[src/design/wdg_defines.svh]
// timing and sizing constants for the dual watchdog system
// assumes a 125 MHz block clock and a 16 MHz nominal cpu clock rate
`ifndef WDG_DEFINES_SVH
`define WDG_DEFINES_SVH

// ==========================================================
// clock rates
// ==========================================================
`define CLK_FREQ_MHZ          125
`define CPU_FREQ_MHZ          16

// ==========================================================
// windowed watchdog timing
// ==========================================================
`define WWDG_MIN_TIMEOUT_NS   75000
`define WWDG_MAX_TIMEOUT_NS   64000000
// cpu cycles in one countdown step (75 us at 16 MHz, rounded up)
`define WWDG_STEP_CPU_CYCLES  ((`WWDG_MIN_TIMEOUT_NS * `CPU_FREQ_MHZ + 999) / 1000)
// number of steps that fit in the longest timeout (rounded down)
`define WWDG_STEPS_MAX        (`WWDG_MAX_TIMEOUT_NS / `WWDG_MIN_TIMEOUT_NS)
`define WWDG_CNT_W            10
`define WWDG_STEP_W           11

// ==========================================================
// independent watchdog sizing
// ==========================================================
`define LSI_FREQ_KHZ          128
`define IWDG_CNT_W            12
`define IWDG_PRESCALE         4
`define IWDG_PRE_W            8

// ==========================================================
// startup strap capture delay (cycles after reset release)
// ==========================================================
`define STRAP_WAIT_CYCLES     3

`endif

[src/design/wdg_pkg.sv]
// types shared by the dual watchdog system
// assumes nothing of its surroundings
package wdg_pkg;

    // life cycle of one watchdog: off, counting, reset issued
    typedef enum logic [1:0] {
        WDG_IDLE,
        WDG_RUN,
        WDG_FIRED
    } wdg_state_type;

endpackage

[src/design/dual_watchdog_system.sv]
// dual watchdog system: windowed watchdog plus independent watchdog
// Overview of operation
// - two separate watchdogs, each resets device alone
// - enable by startup option strap or software
// - once active, only device reset disables
// - window watchdog resets on expiry, 75us-64ms
// - refresh above window compare value resets device
// - independent watchdog counts low speed oscillator
// - independent watchdog survives cpu clock failure
//
// assumes software strobes come from logic on clk; straps, the cpu clock
// good flag and the oscillator are asynchronous pins
`timescale 1ns/1ps
`include "wdg_defines.svh"

module dual_watchdog_system #(
    parameter int WWDG_CNT_W   = `WWDG_CNT_W,
    parameter int IWDG_CNT_W   = `IWDG_CNT_W,
    parameter int STEP_CYCLES  = `WWDG_STEP_CPU_CYCLES,
    parameter int IWDG_PRESCALE = `IWDG_PRESCALE
) (
    input  wire logic                  clk,
    input  wire logic                  rst_b,
    input  wire logic                  wwdg_opt_en,
    input  wire logic                  iwdg_opt_en,
    input  wire logic                  wwdg_sw_enable,
    input  wire logic                  iwdg_sw_enable,
    input  wire logic                  wwdg_refresh,
    input  wire logic [WWDG_CNT_W-1:0] wwdg_load_value,
    input  wire logic [WWDG_CNT_W-1:0] wwdg_window_value,
    input  wire logic                  iwdg_reload,
    input  wire logic [IWDG_CNT_W-1:0] iwdg_reload_value,
    input  wire logic                  low_speed_internal_osc,
    input  wire logic                  cpu_clk_ok,
    output logic                       wwdg_active,
    output logic                       iwdg_active,
    output logic      [WWDG_CNT_W-1:0] wwdg_count,
    output logic                       wwdg_reset,
    output logic                       iwdg_reset,
    output logic                       device_reset
);
    import wdg_pkg::*;

    // ==========================================================
    // declarations
    // ==========================================================
    logic [1:0]              wopt_sync_reg;   // window strap synchroniser
    logic [1:0]              iopt_sync_reg;   // independent strap synchroniser
    logic [1:0]              cpu_ok_sync_reg; // cpu clock good synchroniser
    logic [2:0]              osc_sync_reg;    // oscillator sync plus edge history
    logic [1:0]              strap_wait_reg;  // cycles since reset release
    logic                    strap_done_reg;  // straps already sampled
    logic                    strap_take;      // the one sampling cycle
    logic [6:0]              cpu_acc_reg;     // fractional cpu rate divider
    logic [7:0]              cpu_acc_sum;     // accumulator sum before wrap
    logic                    cpu_tick;        // one 16 MHz cpu cycle
    logic [`WWDG_STEP_W-1:0] step_reg;        // cpu cycles within a step
    logic                    step_tick;       // one countdown step
    logic                    osc_tick;        // rising oscillator edge
    wdg_state_type           wwdg_state_reg;  // window watchdog state
    logic                    wwdg_fire;       // window watchdog fires now
    logic [WWDG_CNT_W-1:0]   load_clamped;    // load bounded to timeout range
    logic                    iwdg_expired;    // counter reached terminal value
    logic [IWDG_CNT_W-1:0]   iwdg_count_w;    // independent count (unused out)

    // clamp a requested load so the timeout stays within the longest one
    function automatic logic [WWDG_CNT_W-1:0] clamp_load(
        input logic [WWDG_CNT_W-1:0] value
    );
        logic [WWDG_CNT_W-1:0] top;
        top = WWDG_CNT_W'(`WWDG_STEPS_MAX - 1);
        clamp_load = (value > top) ? top : value;
    endfunction

    assign load_clamped = clamp_load(wwdg_load_value);

    // ==========================================================
    // pin synchronisers
    // ==========================================================
    // two flops on every asynchronous pin; the oscillator keeps a third
    // stage so its edge detector never looks at the first flop
    always_ff @(posedge clk or negedge rst_b) begin
        if (!rst_b) begin
            wopt_sync_reg   <= 2'h0;
            iopt_sync_reg   <= 2'h0;
            cpu_ok_sync_reg <= 2'h0;
            osc_sync_reg    <= 3'h0;
        end else begin
            wopt_sync_reg   <= {wopt_sync_reg[0], wwdg_opt_en};
            iopt_sync_reg   <= {iopt_sync_reg[0], iwdg_opt_en};
            cpu_ok_sync_reg <= {cpu_ok_sync_reg[0], cpu_clk_ok};
            osc_sync_reg    <= {osc_sync_reg[1:0], low_speed_internal_osc};
        end
    end

    // one tick per rising oscillator edge, on block clk, not cpu clock
    assign osc_tick = osc_sync_reg[1] && !osc_sync_reg[2];

    // ==========================================================
    // startup strap sampling
    // ==========================================================
    // straps are read once, after the synchronisers have filled
    always_ff @(posedge clk or negedge rst_b) begin
        if (!rst_b) begin
            strap_wait_reg <= 2'h0;
            strap_done_reg <= 1'b0;
        end else if (!strap_done_reg) begin
            if (strap_take) begin
                strap_done_reg <= 1'b1;
            end else begin
                strap_wait_reg <= strap_wait_reg + 2'h1;
            end
        end
    end

    assign strap_take = !strap_done_reg && (strap_wait_reg == 2'(`STRAP_WAIT_CYCLES - 1));

    // ==========================================================
    // cpu rate divider
    // ==========================================================
    // 16 of every 125 block cycles carry a cpu tick; ticks stop while the
    // cpu clock is reported bad, which stalls only the window watchdog
    assign cpu_acc_sum = {1'b0, cpu_acc_reg} + 8'(`CPU_FREQ_MHZ);

    always_ff @(posedge clk or negedge rst_b) begin
        if (!rst_b) begin
            cpu_acc_reg <= 7'h0;
            cpu_tick    <= 1'b0;
        end else if (cpu_acc_sum >= 8'(`CLK_FREQ_MHZ)) begin
            cpu_acc_reg <= 7'(cpu_acc_sum - 8'(`CLK_FREQ_MHZ));
            cpu_tick    <= cpu_ok_sync_reg[1];
        end else begin
            cpu_acc_reg <= cpu_acc_sum[6:0];
            cpu_tick    <= 1'b0;
        end
    end

    // ==========================================================
    // window watchdog step prescaler
    // ==========================================================
    // one step is the shortest timeout; restarted by each refresh
    assign step_tick = cpu_tick && (step_reg == `WWDG_STEP_W'(STEP_CYCLES - 1));

    always_ff @(posedge clk or negedge rst_b) begin
        if (!rst_b) begin
            step_reg <= '0;
        end else if (wwdg_state_reg != WDG_RUN || wwdg_refresh) begin
            step_reg <= '0;
        end else if (cpu_tick) begin
            step_reg <= step_tick ? '0 : step_reg + 1'b1;
        end
    end

    // ==========================================================
    // window watchdog state and counter
    // ==========================================================
    // fire on a refresh above the window, or on a step at zero
    always_comb begin
        wwdg_fire = 1'b0;
        if (wwdg_state_reg == WDG_RUN) begin
            if (wwdg_refresh) begin
                wwdg_fire = (wwdg_count > wwdg_window_value);
            end else if (step_tick) begin
                wwdg_fire = (wwdg_count == '0);
            end
        end
    end

    // no path leads back to idle except the asynchronous reset
    always_ff @(posedge clk or negedge rst_b) begin
        if (!rst_b) begin
            wwdg_state_reg <= WDG_IDLE;
            wwdg_count     <= '0;
        end else begin
            unique case (wwdg_state_reg)
                WDG_IDLE: begin
                    // strap at startup or software command starts it
                    if ((strap_take && wopt_sync_reg[1]) || wwdg_sw_enable) begin
                        wwdg_state_reg <= WDG_RUN;
                        wwdg_count     <= load_clamped;
                    end
                end
                WDG_RUN: begin
                    if (wwdg_fire) begin
                        wwdg_state_reg <= WDG_FIRED;
                    end else if (wwdg_refresh) begin
                        // in-window refresh reloads the count       
                        wwdg_count <= load_clamped;
                    end else if (step_tick) begin
                        wwdg_count <= wwdg_count - 1'b1;
                    end
                end
                WDG_FIRED: begin
                    // holds until the device reset clears everything
                    wwdg_state_reg <= WDG_FIRED;
                end
            endcase
        end
    end

    // ==========================================================
    // independent watchdog activation
    // ==========================================================
    // latches on strap or software; nothing but reset clears it
    always_ff @(posedge clk or negedge rst_b) begin
        if (!rst_b) begin
            iwdg_active <= 1'b0;
        end else if ((strap_take && iopt_sync_reg[1]) || iwdg_sw_enable) begin
            iwdg_active <= 1'b1;
        end
    end

    // window watchdog activity is registered from its state or a start request, so it rises with the state
    always_ff @(posedge clk or negedge rst_b) begin
        if (!rst_b) begin
            wwdg_active <= 1'b0;
        end else begin
            wwdg_active <= (wwdg_state_reg != WDG_IDLE) || wwdg_sw_enable
                           || (strap_take && wopt_sync_reg[1]);
        end
    end

    // ==========================================================
    // independent watchdog counter
    // ==========================================================
    // runs on oscillator ticks only, so a dead cpu clock cannot stop it
    iwdg_counter #(
        .CNT_W    (IWDG_CNT_W),
        .PRE_W    (`IWDG_PRE_W),
        .PRESCALE (IWDG_PRESCALE)
    ) u_iwdg (
        .clk          (clk),
        .rst_b        (rst_b),
        .tick         (osc_tick),
        .enable       (iwdg_active),
        .reload       (iwdg_reload),
        .reload_value (iwdg_reload_value),
        .expired      (iwdg_expired),
        .count        (iwdg_count_w)
    );

    // ==========================================================
    // reset requests
    // ==========================================================
    // each source sets its own sticky flag; either one resets the device
    always_ff @(posedge clk or negedge rst_b) begin
        if (!rst_b) begin
            wwdg_reset   <= 1'b0;
            iwdg_reset   <= 1'b0;
            device_reset <= 1'b0;
        end else begin
            wwdg_reset   <= wwdg_reset | wwdg_fire;
            iwdg_reset   <= iwdg_reset | iwdg_expired;
            device_reset <= device_reset | wwdg_fire | iwdg_expired;
        end
    end

endmodule

[src/design/iwdg_counter.sv]
// independent watchdog down counter, advanced by low speed oscillator ticks
// assumes tick is a one-cycle enable already synchronised to clk
`timescale 1ns/1ps
`include "wdg_defines.svh"

module iwdg_counter #(
    parameter int CNT_W    = `IWDG_CNT_W,
    parameter int PRE_W    = `IWDG_PRE_W,
    parameter int PRESCALE = `IWDG_PRESCALE
) (
    input  wire logic             clk,
    input  wire logic             rst_b,
    input  wire logic             tick,
    input  wire logic             enable,
    input  wire logic             reload,
    input  wire logic [CNT_W-1:0] reload_value,
    output logic                  expired,
    output logic      [CNT_W-1:0] count
);
    import wdg_pkg::*;

    logic [PRE_W-1:0] pre_reg;       // prescaler over oscillator ticks
    logic             started_reg;   // first load done after enable
    logic             pre_tick;      // one prescaled count step

    assign pre_tick = tick && (pre_reg == PRE_W'(PRESCALE - 1));

    // ==========================================================
    // prescaler
    // ==========================================================
    // divides the oscillator ticks; a reload also restarts it
    always_ff @(posedge clk or negedge rst_b) begin
        if (!rst_b) begin
            pre_reg <= '0;
        end else if (!enable || reload) begin
            pre_reg <= '0;
        end else if (tick) begin
            pre_reg <= pre_tick ? '0 : pre_reg + 1'b1;
        end
    end

    // ==========================================================
    // down counter and expiry
    // ==========================================================
    // loads on enable and on every reload while enabled and not expired, fires at zero
    always_ff @(posedge clk or negedge rst_b) begin
        if (!rst_b) begin
            count       <= '0;
            started_reg <= 1'b0;
            expired     <= 1'b0;
        end else if (enable && !expired) begin
            if (!started_reg || reload) begin
                // first load or software reload restarts the count
                count       <= reload_value;
                started_reg <= 1'b1;
            end else if (pre_tick) begin
                if (count == '0) begin
                    expired <= 1'b1;
                end else begin
                    count <= count - 1'b1;
                end
            end
        end
    end

endmodule

[config.mk]
export PLATFORM = sky130hd
export DESIGN_NAME = dual_watchdog_system
export DESIGN_NICKNAME = d
export VERILOG_FILES = /design/src/design/wdg_pkg.sv /design/src/design/dual_watchdog_system.sv /design/src/design/iwdg_counter.sv
export VERILOG_INCLUDE_DIRS = /design/src /design/src/design
export SDC_FILE = /design/constraint.sdc
export NUM_CORES = 1
export LEC_CHECK = 0
export ABC_AREA = 0
export BUFFER_PORTS_ARGS = -buffer_cell sky130_fd_sc_hd__buf_2
export CAP_MARGIN = 20
export CORE_UTILIZATION = 45
export CTS_BUF_LIST = sky130_fd_sc_hd__clkbuf_16
export CTS_CLUSTER_DIAMETER = 80
export DETAILED_ROUTE_END_ITERATION = 7
export GPL_TIMING_DRIVEN = 1
export PLACE_DENSITY = 0.65
export SYNTH_ARGS = -nofsm -noshare
export SYNTH_HDL_FRONTEND = slang
export SYNTH_SLANG_ARGS = --single-unit
[constraint.sdc]
create_clock -name clk -period 3.05 [get_ports clk]
set_clock_uncertainty 0.05 [all_clocks]
set_input_delay 0.61 -clock clk [delete_from_list [all_inputs] [get_ports clk]]
set_output_delay 0.61 -clock clk [all_outputs]
set_load 0.01 [all_outputs]
==> results of run 1 <==
-- per-stage QoR --
step | setup TNS (ns) | setup slack [ns] | hold WS (ns)
3_5_place_dp | -1.05 | -0.147 | 0.289
5_1_grt | 0 | 0.0801 | 0.289
3_3_place_gp | 0 | 0.0191 | 0.283
4_1_cts | 0 | 0.123 | 0.268
6_report | 0 | 0.272 | 0.253
2_1_floorplan | 0 | 0.742 | 0.264
-- how the worst max path moves through the flow --
stage | start | to | slack (ns) | depth (start not counted)
3_5_place_dp | wwdg_window_value[9] | wwdg_count[2]$_DFFE_PN0P_ | -0.15 | 9
5_1_grt | wwdg_count[6]$_DFFE_PN0P_ | wwdg_count[5]$_DFFE_PN0P_ | 0.08 | 7
3_3_place_gp | wwdg_window_value[5] | wwdg_count[1]$_DFFE_PN0P_ | 0.02 | 9
2_1_floorplan | wwdg_window_value[9] | wwdg_state_reg[1]$_DFFE_PN0P_ | 0.74 | 7
4_1_cts | wwdg_count[9]$_DFFE_PN0P_ | wwdg_count[2]$_DFFE_PN0P_ | 0.12 | 7
6_report | wwdg_count[6]$_DFFE_PN0P_ | wwdg_count[2]$_DFFE_PN0P_ | 0.27 | 7
-- power groups by stage --
stage	Combinational (mW)	Clock [mW]	Sequential, mW
CTS	1.05	1.02	1.18
global placement	1.01	0	1.20
finish	1.06	0.992	1.19
floorplan	0.649	0	1.22
detailed placement	1.05	0	1.20
global route	1.19	1.06	1.20
-- critical path, delay by kind of cell, from the launching register on --
family / cells / cell delay, ns
DFF: 1 / 0.46
adders and majority gates: 1 / 0.33
and+or+nand+nor: 3 / 0.97
AOI/OAI and AO/OA: 3 / 0.82
-- layout make-up --
cell class                      instances  area, um^2  area share (%)
Clock buffer                            9         225            4.93
Clock inverter                          7        58.8            1.29
Inverter                               27         101            2.22
Multi-Input combinational cell        307        1940            42.4
Tap cell                              105         131            2.88
Timing Repair Buffer                   65         360            7.89
Sequential cell                        70        1750            38.4
-- cells in the final DEF, fill, tap and decap left out, types with 3 or more instances in the layout --
cell type,netlist,layout
dfrtp_1,70,70
clkbuf_16,0,9
buf_4,1,8
or3_1,5,5
o22a_1,3,3
nor2_1,40,40
xor2_1,10,10
inv_1,27,30
ha_1,22,22
and3_1,7,7
nand2b_1,7,7
o21ai_0,39,39
a21oi_1,38,37
nor4_1,4,4
buf_2,3,56
or4_1,3,3
a31oi_1,7,7
o31ai_1,8,8
nand3_1,6,6
nand2_1,32,32
nor3_1,15,15
xnor2_1,7,7
or2_2,4,4
o22ai_1,3,3
nand4_1,9,9
nor2b_1,6,6
-- cell families after synthesis --
group | synth area share [%]
simple gates | 19.6
buf+inv | 4.10
mux | 0.554
compound gates | 19.1
xor+xnor | 3.88
fa+ha+maj | 7.17
flops | 45.6
-- timing repair --
item | in CTS | in global routing
resized for setup | 0 | 1
setup endpoints to repair | 0 | 10
buffers inserted | 0 | 0
-- layer usage --
metal | vias to the layer above | part of all wire [%]
met1 | 1554 | 44
met5 | - | 0
met4 | 0 | 1.6
met3 | 16 | 4.8
met2 | 82 | 50
li1 | 1625 | -
==> flow_summary_export.csv, run 1 <==
group,metric,value,unit
route,drt.antenna.violating_nets,0,
setup_path,crit_arrival,2.89,ns
global_routing,use_met2,32.0,%
sta,relSlewSlack,45.5,%
place,dp.final_hpwl,5890,um
layout,n_antenna_cell,0,
floorplan,start_util,46.5,%
layout,largest_register_ffs,12,
route,firstDrtPassIters,5,
setup_path,r2r-end,"wwdg_count[2]$_DFFE_PN0P_",
clock_network,cts-root-buf,"clkbuf_16",
layout,drive_above_1_share,18.4,%
clock_network,clk_pin_slew,0.06,ns
logic_synthesis,yosys.cell_count.top_type,"dfrtp_1",
floorplan,die_height,94.4,um
global_routing,grt_use_total,19.5,%
sta,setup_viol,0,
logic_synthesis,yosys-top-cells-area,"dfrtp_1, ha_1, o21ai_0",
layout,nFillCells,762,
worst_hold_path,hold_class,"primary input to asynchronous set/reset pin",
logic_synthesis,synthesis.instances,417,
power,ir_drop,0.461,mV
setup_path,crit_path_start_kind,"flop",
setup_path,critPathKind,"flop to flop",
floorplan,die_area,0.00891,mm^2
logic_synthesis,ys.flop_type,"dfrtp_1",
power,swShare,34.9,%
logic_synthesis,ys.warnings.count,0,
logic_synthesis,syn-cell-area,0.00384,mm^2
place,dpl_cell_area,0.00428,mm^2
floorplan,fp.dieW,94.4,um
setup_path,worstPathCellList,"ha_1 > nand4_1 > nor2_1 > a31oi_1 > a21oi_2 > or2_0 > o21ai_0",
logic_synthesis,seq_area_frac_synth,45.6,%
setup_path,ff2ff_path_depth,7,
setup_path,crit_slowest_cell,"or2_0",
place,dp_cells,574,
power,p_comb_share,32.8,%
clock_network,cts_tree,"done",
setup_path,reg2reg_from,"wwdg_count[6]$_DFFE_PN0P_",
power,leakagePower,2.10,nW
sta,period_minus_slack,2.78,ns
setup_path,slowest_delay,0.60,ns
clock_network,ctsHoldBuffers,0,
setup_path,cp-end-kind,"flop",
route,wirelength,8280,um
floorplan,ioPinCount,57,
clock_network,htree_levels,3,
power,internal_power,2.11,mW
global_routing,use_met1,24.8,%
run_status,outcome,"completed",
sta,slew_viol_final,0,
sta,hold_viol,0,
layout,fin_area,0.00456,mm^2
logic_synthesis,synth_top_area_cell,"dfrtp_1",
setup_path,r2r_slack,0.27,ns
sta,fin_crit_sh,91.1,%
global_routing,grt_pass1_wl,13500,um
sta,clock.fmax,360,MHz
sta,rsz0062_at_grt,"no",
clock_network,cts_buffers,9,
route,drt_iter0_drc,180,
route,post_drt_wl_per_cell,14.0,um
logic_synthesis,synth_edf_count,0,
layout,fin_util,55.3,%
global_routing,grt_antenna_before_repair,0,
logic_synthesis,synthTopCellsByCount,"dfrtp_1, nor2_1, o21ai_0, a21oi_1, nand2_1",
layout,synthToLayoutAreaGrowth,18.8,%
clock_network,clk_path_buf_depth,2,
route,drc_errors,0,
global_routing,overflow,0,
floorplan,core_area,0.00826,mm^2
layout,nets,544,
logic_synthesis,ys_types,51,
power,power,3.24,mW
power,p_switching,1.13,mW
sta,worst_pin_slew,0.818,ns
job,cap_violations,0,
clock_network,clock_latency,0.33,ns
power,cellPowerDensity,710,mW/mm^2
global_routing,use_met3,4.99,%
global_routing,grt-busiest-layer,"met2",
logic_synthesis,synth_top_area_share,45.6,%
floorplan,num_rows,33,
route,vias_per_cell,5.55,
power,power_frac_clock,30.6,%
clock_network,clkSinkCount,70,
setup_path,cp.required,3.17,ns
layout,fin_cells,590,
global_routing,grt_max_degree,71,
logic_synthesis,synth_fp_nets,481,
logic_synthesis,postSynth.asyncResetShare,100,%
place,port_buffers,56,
place,place.gp.congestion,0.815,
setup_path,cp_max_fo,12,
logic_synthesis,synth_seq_cells,70,
logic_synthesis,synth.avg_cell_area,9.21,um^2
global_routing,grt_pass1_vias,3007,
power,p_seq_share,36.6,%
route,num_vias,3277,
Note: power is estimated with default switching activity, not from simulation.
==> run 2, diff against run 1 <==
--- a/config.mk
+++ b/config.mk
@@ -7,7 +7,7 @@
 export NUM_CORES = 1
 export LEC_CHECK = 0
 export ABC_AREA = 0
-export BUFFER_PORTS_ARGS = -buffer_cell sky130_fd_sc_hd__buf_2
+export BUFFER_PORTS_ARGS = -buffer_cell sky130_fd_sc_hd__clkbuf_2
 export CAP_MARGIN = 20
 export CORE_UTILIZATION = 45
 export CTS_BUF_LIST = sky130_fd_sc_hd__clkbuf_16
==> run 2 against run 1 <==
Effect of this change: combinational power barely moved; design area fell by 0.41%; via count about the same; register-to-register slack worse by 0.12 ns; die area unchanged; cell count is 0.51% higher; global-route usage increased by 0.74 points; utilization decreased by 0.23 points; critical path depth stayed put; sequential share of layout area up 0.16 points; clock power decreased by 8.2%; first-iteration DRC count fell by 28%; critical path type unchanged.
==> flow_summary_export.csv, run 2 (synthesized netlist as in run 1, its figures left out) <==
group,metric,value,unit
route,drc_errors,0,
power,cellPowerDensity,693,mW/mm^2
layout,layout_common_cells,"dfrtp_1, clkbuf_2, nor2_1, o21ai_0, a21oi_1",
setup_path,slowest_delay,0.72,ns
sta,fin_tns_setup,0,ns
place,preCtsSetupSlack,-0.0894,ns
setup_path,critPathKind,"flop to flop",
power,leakagePower,2.11,nW
setup_path,crit_arrival,3.02,ns
clock_network,clk_pin_slew,0.05,ns
floorplan,start_util,46.5,%
layout,nets,547,
floorplan,fp.dieW,94.4,um
sta,worst_pin_slew,0.915,ns
floorplan,ioPinCount,57,
setup_path,cp_top_family,"compound AO/OA/AOI/OAI gates",
floorplan,die_height,94.4,um
layout,n_antenna_cell,0,
setup_path,crit_slowest_cell,"a21oi_1",
floorplan,die_area,0.00891,mm^2
route,drt.antenna.violating_nets,0,
place,dp.final_hpwl,6270,um
layout,layout_commonest_cell,"dfrtp_1",
job,cap_violations,0,
place,place.gp.congestion,0.810,
sta,clock.fmax,346,MHz
power,ir_drop,0.485,mV
global_routing,overflow,0,
setup_path,cp-end-kind,"flop",
route,post_drt_wl_per_cell,14.2,um
clock_network,clkSinkCount,70,
sta,slew_viol_final,0,
global_routing,grt_max_degree,30,
setup_path,cp.required,3.18,ns
sta,relSlewSlack,39.0,%
clock_network,clk_path_buf_depth,2,
setup_path,reg2reg_from,"wwdg_count[9]$_DFFE_PN0P_",
place,dpl_cell_area,0.00429,mm^2
setup_path,crit_buf_inv,0,
sta,rsz0062_at_grt,"no",
layout,largest_register_ffs,12,
setup_path,cp_max_fo,12,
sta,period_minus_slack,2.89,ns
route,firstDrtPassIters,4,
clock_network,cts_buffers,9,
sta,setup_viol,0,
floorplan,core_area,0.00826,mm^2
global_routing,grt_pass1_vias,3079,
layout,fin_area,0.00455,mm^2
clock_network,cts_tree,"done",
clock_network,cts_setup_buffers,0,
setup_path,crit_start,"wwdg_count[9]$_DFFE_PN0P_",
sta,worst_slack,0.157,ns
route,num_vias,3279,
clock_network,htree_levels,3,
setup_path,worstPathCellList,"ha_1 > nand4_1 > nor2_1 > a31oi_1 > a21oi_1 > or2_0 > o21ai_0",
clock_network,clock_latency,0.32,ns
global_routing,grt_use_total,20.2,%
layout,drive_above_1_share,18.6,%
layout,nFillCells,739,
clock_network,cts-root-buf,"clkbuf_16",
clock_network,cts_resized,0,
route,drt_iter0_drc,130,
sta,fin_crit_sh,94.9,%
floorplan,num_rows,33,
clock_network,ctsHoldBuffers,0,
global_routing,grt_antenna_before_repair,0,
global_routing,grt_pass1_wl,13900,um
setup_path,crit_path_start_kind,"flop",
place,port_buffers,56,
sta,hold_viol,0,
run_status,outcome,"completed",
route,vias_per_cell,5.53,
layout,synthToLayoutAreaGrowth,18.3,%
worst_hold_path,hold_class,"primary input to asynchronous set/reset pin",
route,wirelength,8430,um
-- run 2: layer usage --
layer  wire [um]  GRT usage (%)  vias to the layer above
li1            -              -                     1621
met1        3820           25.3                     1575
met2        4210           34.6                       77
met3         341           5.72                        6
met4          55           4.74                        0
met5           0              0                        -
-- run 2: per-stage QoR --
| stage | instances | power, mW | util [%] | hold slack [ns] |
|---|---|---|---|---|
| 2_1_floorplan | 417 | 1.87 | - | 0.264 |
| 3_3_place_gp | 577 | 2.22 | 51.9 | 0.286 |
| 3_5_place_dp | 577 | 2.25 | 51.9 | 0.289 |
| 4_1_cts | 593 | 3.18 | 55.0 | 0.299 |
| 5_1_grt | 593 | 3.37 | 55.0 | 0.312 |
| 6_report | 593 | 3.15 | 55.0 | 0.274 |
-- run 2: area by class of cell --
type	instances	area (um^2)	area share, %
multi-input cells	307	1930	42.5
flip-flops and latches	70	1750	38.5
repair buffers	68	370	8.15
clock buffers	9	225	4.95
well taps	105	131	2.89
inverters	27	101	2.23
clock inverters	7	33.8	0.743
-- run 2: path summary, 6_finish.rpt --
path	to	slack, ns	cells past startpoint
worst max-delay path	wwdg_count[2]$_DFFE_PN0P_	0.16	7
worst min-delay path	wwdg_count[3]$_DFFE_PN0P_	0.27	1
worst max register to register	wwdg_count[2]$_DFFE_PN0P_	0.16	7
worst min register to register	wopt_sync_reg[1]$_DFF_PN0_	0.30	0
max in group asynchronous	u_iwdg.count[0]$_DFFE_PN0P_	1.99	2
min in group clk	wopt_sync_reg[1]$_DFF_PN0_	0.30	0
-- run 2: where the power goes --
| group | internal (mW) | switching, mW |
|---|---|---|
| Sequential | 1.06 | 0.123 |
| Combinational | 0.434 | 0.622 |
| Clock | 0.536 | 0.375 |
==> run 3, diff against run 2 <==
--- a/config.mk
+++ b/config.mk
@@ -9,9 +9,11 @@
 export ABC_AREA = 0
 export BUFFER_PORTS_ARGS = -buffer_cell sky130_fd_sc_hd__clkbuf_2
 export CAP_MARGIN = 20
+export CORE_ASPECT_RATIO = 0.9
 export CORE_UTILIZATION = 45
 export CTS_BUF_LIST = sky130_fd_sc_hd__clkbuf_16
 export CTS_CLUSTER_DIAMETER = 80
+export CTS_CLUSTER_SIZE = 28
 export DETAILED_ROUTE_END_ITERATION = 7
 export GPL_TIMING_DRIVEN = 1
 export PLACE_DENSITY = 0.65
==> run 3 against run 2 <==
Effect of this change: sequential cell count unchanged; non-clock buffer count down 6; critical path type unchanged; combinational power is 7% lower; total power grew 11%; largest power group is now the clock network.
==> flow_summary_export.csv, run 3 (synthesized netlist as in run 1, its figures left out) <==
group,metric,value,unit
clock_network,cts_setup_buffers,0,
sta,worst_pin_slew,0.793,ns
sta,clock.fmax,403,MHz
layout,drive_above_1_share,17.8,%
route,firstDrtPassIters,4,
power,p_comb_share,28.4,%
sta,hold_viol,0,
global_routing,grt_antenna_before_repair,0,
route,drt.antenna.violating_nets,0,
global_routing,grt_pass1_vias,2982,
place,place.gp.congestion,0.888,
setup_path,slowest_delay,0.51,ns
layout,nFillCells,732,
global_routing,grt_pass1_wl,14100,um
clock_network,cts_tree,"done",
setup_path,crit_start,"wwdg_count[2]$_DFFE_PN0P_",
setup_path,crit_slowest_cell,"or2_0",
layout,layout_commonest_cell,"dfrtp_1",
floorplan,fp.dieW,99.4,um
power,cellPowerDensity,756,mW/mm^2
clock_network,clk_path_buf_depth,2,
sta,fin_crit_sh,81.4,%
floorplan,die_area,0.00891,mm^2
layout,n_antenna_cell,0,
setup_path,reg2reg_from,"wwdg_count[2]$_DFFE_PN0P_",
setup_path,critPathKind,"flop to flop",
place,port_buffers,56,
power,p_switching,1.15,mW
clock_network,ctsHoldBuffers,0,
setup_path,cp-end-kind,"flop",
route,drc_errors,0,
global_routing,overflow,0,
layout,largest_register_ffs,12,
setup_path,crit_path_start_kind,"flop",
clock_network,cts-root-buf,"clkbuf_16",
clock_network,htree_levels,3,
job,cap_violations,0,
sta,rsz0062_at_grt,"no",
route,wirelength,8260,um
floorplan,core_area,0.00815,mm^2
global_routing,grt_max_degree,44,
route,num_vias,3213,
sta,slew_viol_final,0,
power,swShare,32.9,%
floorplan,num_rows,31,
setup_path,cp_max_fo,10,
route,post_drt_wl_per_cell,14.2,um
setup_path,crit_arrival,2.61,ns
clock_network,clkSinkCount,70,
sta,period_minus_slack,2.48,ns
place,dp_cells,565,
sta,setup_viol,0,
clock_network,clk_pin_slew,0.06,ns
setup_path,worstPathCellList,"nor3_1 > nand4_1 > nor2_1 > a221o_1 > or2_0 > o21ai_0",
power,p_seq_share,35.0,%
power,leakagePower,2.13,nW
power,power_frac_clock,36.6,%
clock_network,cts_resized,0,
clock_network,clock_latency,0.34,ns
worst_hold_path,hold_class,"primary input to asynchronous set/reset pin",
floorplan,ioPinCount,57,
global_routing,grt_use_total,20.3,%
layout,seq_area,0.00175,mm^2
route,drt_iter0_drc,181,
sta,fin_tns_setup,0,ns
run_status,outcome,"completed",
layout,synthToLayoutAreaGrowth,20.0,%
place,dp.final_hpwl,5910,um
layout,multiInputGateArea,0.00193,mm^2
route,vias_per_cell,5.53,
layout,nets,541,
layout,layout_common_cells,"dfrtp_1, clkbuf_2, nor2_1, o21ai_0, a21oi_1",
power,ir_drop,0.407,mV
layout,fin_cells,581,
floorplan,start_util,47.2,%
setup_path,cp.required,3.18,ns
sta,relSlewSlack,47.2,%
clock_network,cts_buffers,9,
power,internal_power,2.34,mW
floorplan,die_height,89.7,um
[run 3: cell types whose count changed in the layout (fill, tap and decap cells not counted), sizes merged]
cell / delta
bufinv: +4
clkinv: -3
clkinvlp: -1
buf: -6
[run 3: layout make-up]
type / count / share of cell area [%]
Multi-Input combinational cell: 307 / 41.9
Clock inverter: 7 / 2.96
Inverter: 27 / 2.20
Tap cell: 99 / 2.69
Timing Repair Buffer: 62 / 7.33
Sequential cell: 70 / 38.0
Clock buffer: 9 / 4.89
[run 3: per-stage QoR]
stage / utilization, % / worst slack (ns) / power, mW / instance area, um^2 / hold slack, ns
2_1_floorplan: - / 0.742 / 1.87 / 3840 / 0.264
3_3_place_gp: 52.1 / 0.523 / 2.17 / 4250 / 0.284
3_5_place_dp: 52.1 / 0.456 / 2.20 / 4250 / 0.286
4_1_cts: 56.6 / 0.632 / 3.50 / 4610 / 0.266
5_1_grt: 56.6 / 0.423 / 3.70 / 4610 / 0.290
6_report: 56.6 / 0.567 / 3.48 / 4610 / 0.242
[run 3: critical path, delay by kind of cell (launching register included)]
kind	cells	cell delay (ns)
flip-flops	1	0.48
AND/OR/NAND/NOR	4	1.38
AO/OA/AOI/OAI	2	0.42
[run 3: path summary, 6_finish.rpt]
kind,endpoint,slack (ns),cells after the start
min in group clk,iopt_sync_reg[1]$_DFF_PN0_,0.30,0
setup reg to reg,wwdg_count[2]$_DFFE_PN0P_,0.57,6
hold / removal,u_iwdg.pre_reg[0]$_DFFE_PN0P_,0.24,1
setup / recovery,wwdg_count[2]$_DFFE_PN0P_,0.57,6
max in group asynchronous,iopt_sync_reg[0]$_DFF_PN0_,2.06,2
hold reg to reg,iopt_sync_reg[1]$_DFF_PN0_,0.30,0
[run 3: power groups by stage]
stage | clock network, mW | registers, mW | logic (mW)
2_1_floorplan | 0 | 1.22 | 0.649
3_3_place_gp | 0 | 1.23 | 0.947
3_5_place_dp | 0 | 1.23 | 0.973
4_1_cts | 1.30 | 1.21 | 0.988
5_1_grt | 1.34 | 1.24 | 1.13
6_report | 1.28 | 1.22 | 0.989
[run 3: routing by layer]
layer | wire length [um] | vias up | GRT usage [%]
met5 | 0 | - | 0
met4 | 113 | 0 | 7.22
met3 | 377 | 11 | 4.72
met2 | 3780 | 68 | 32.3
met1 | 3990 | 1524 | 27.5
li1 | - | 1610 | -
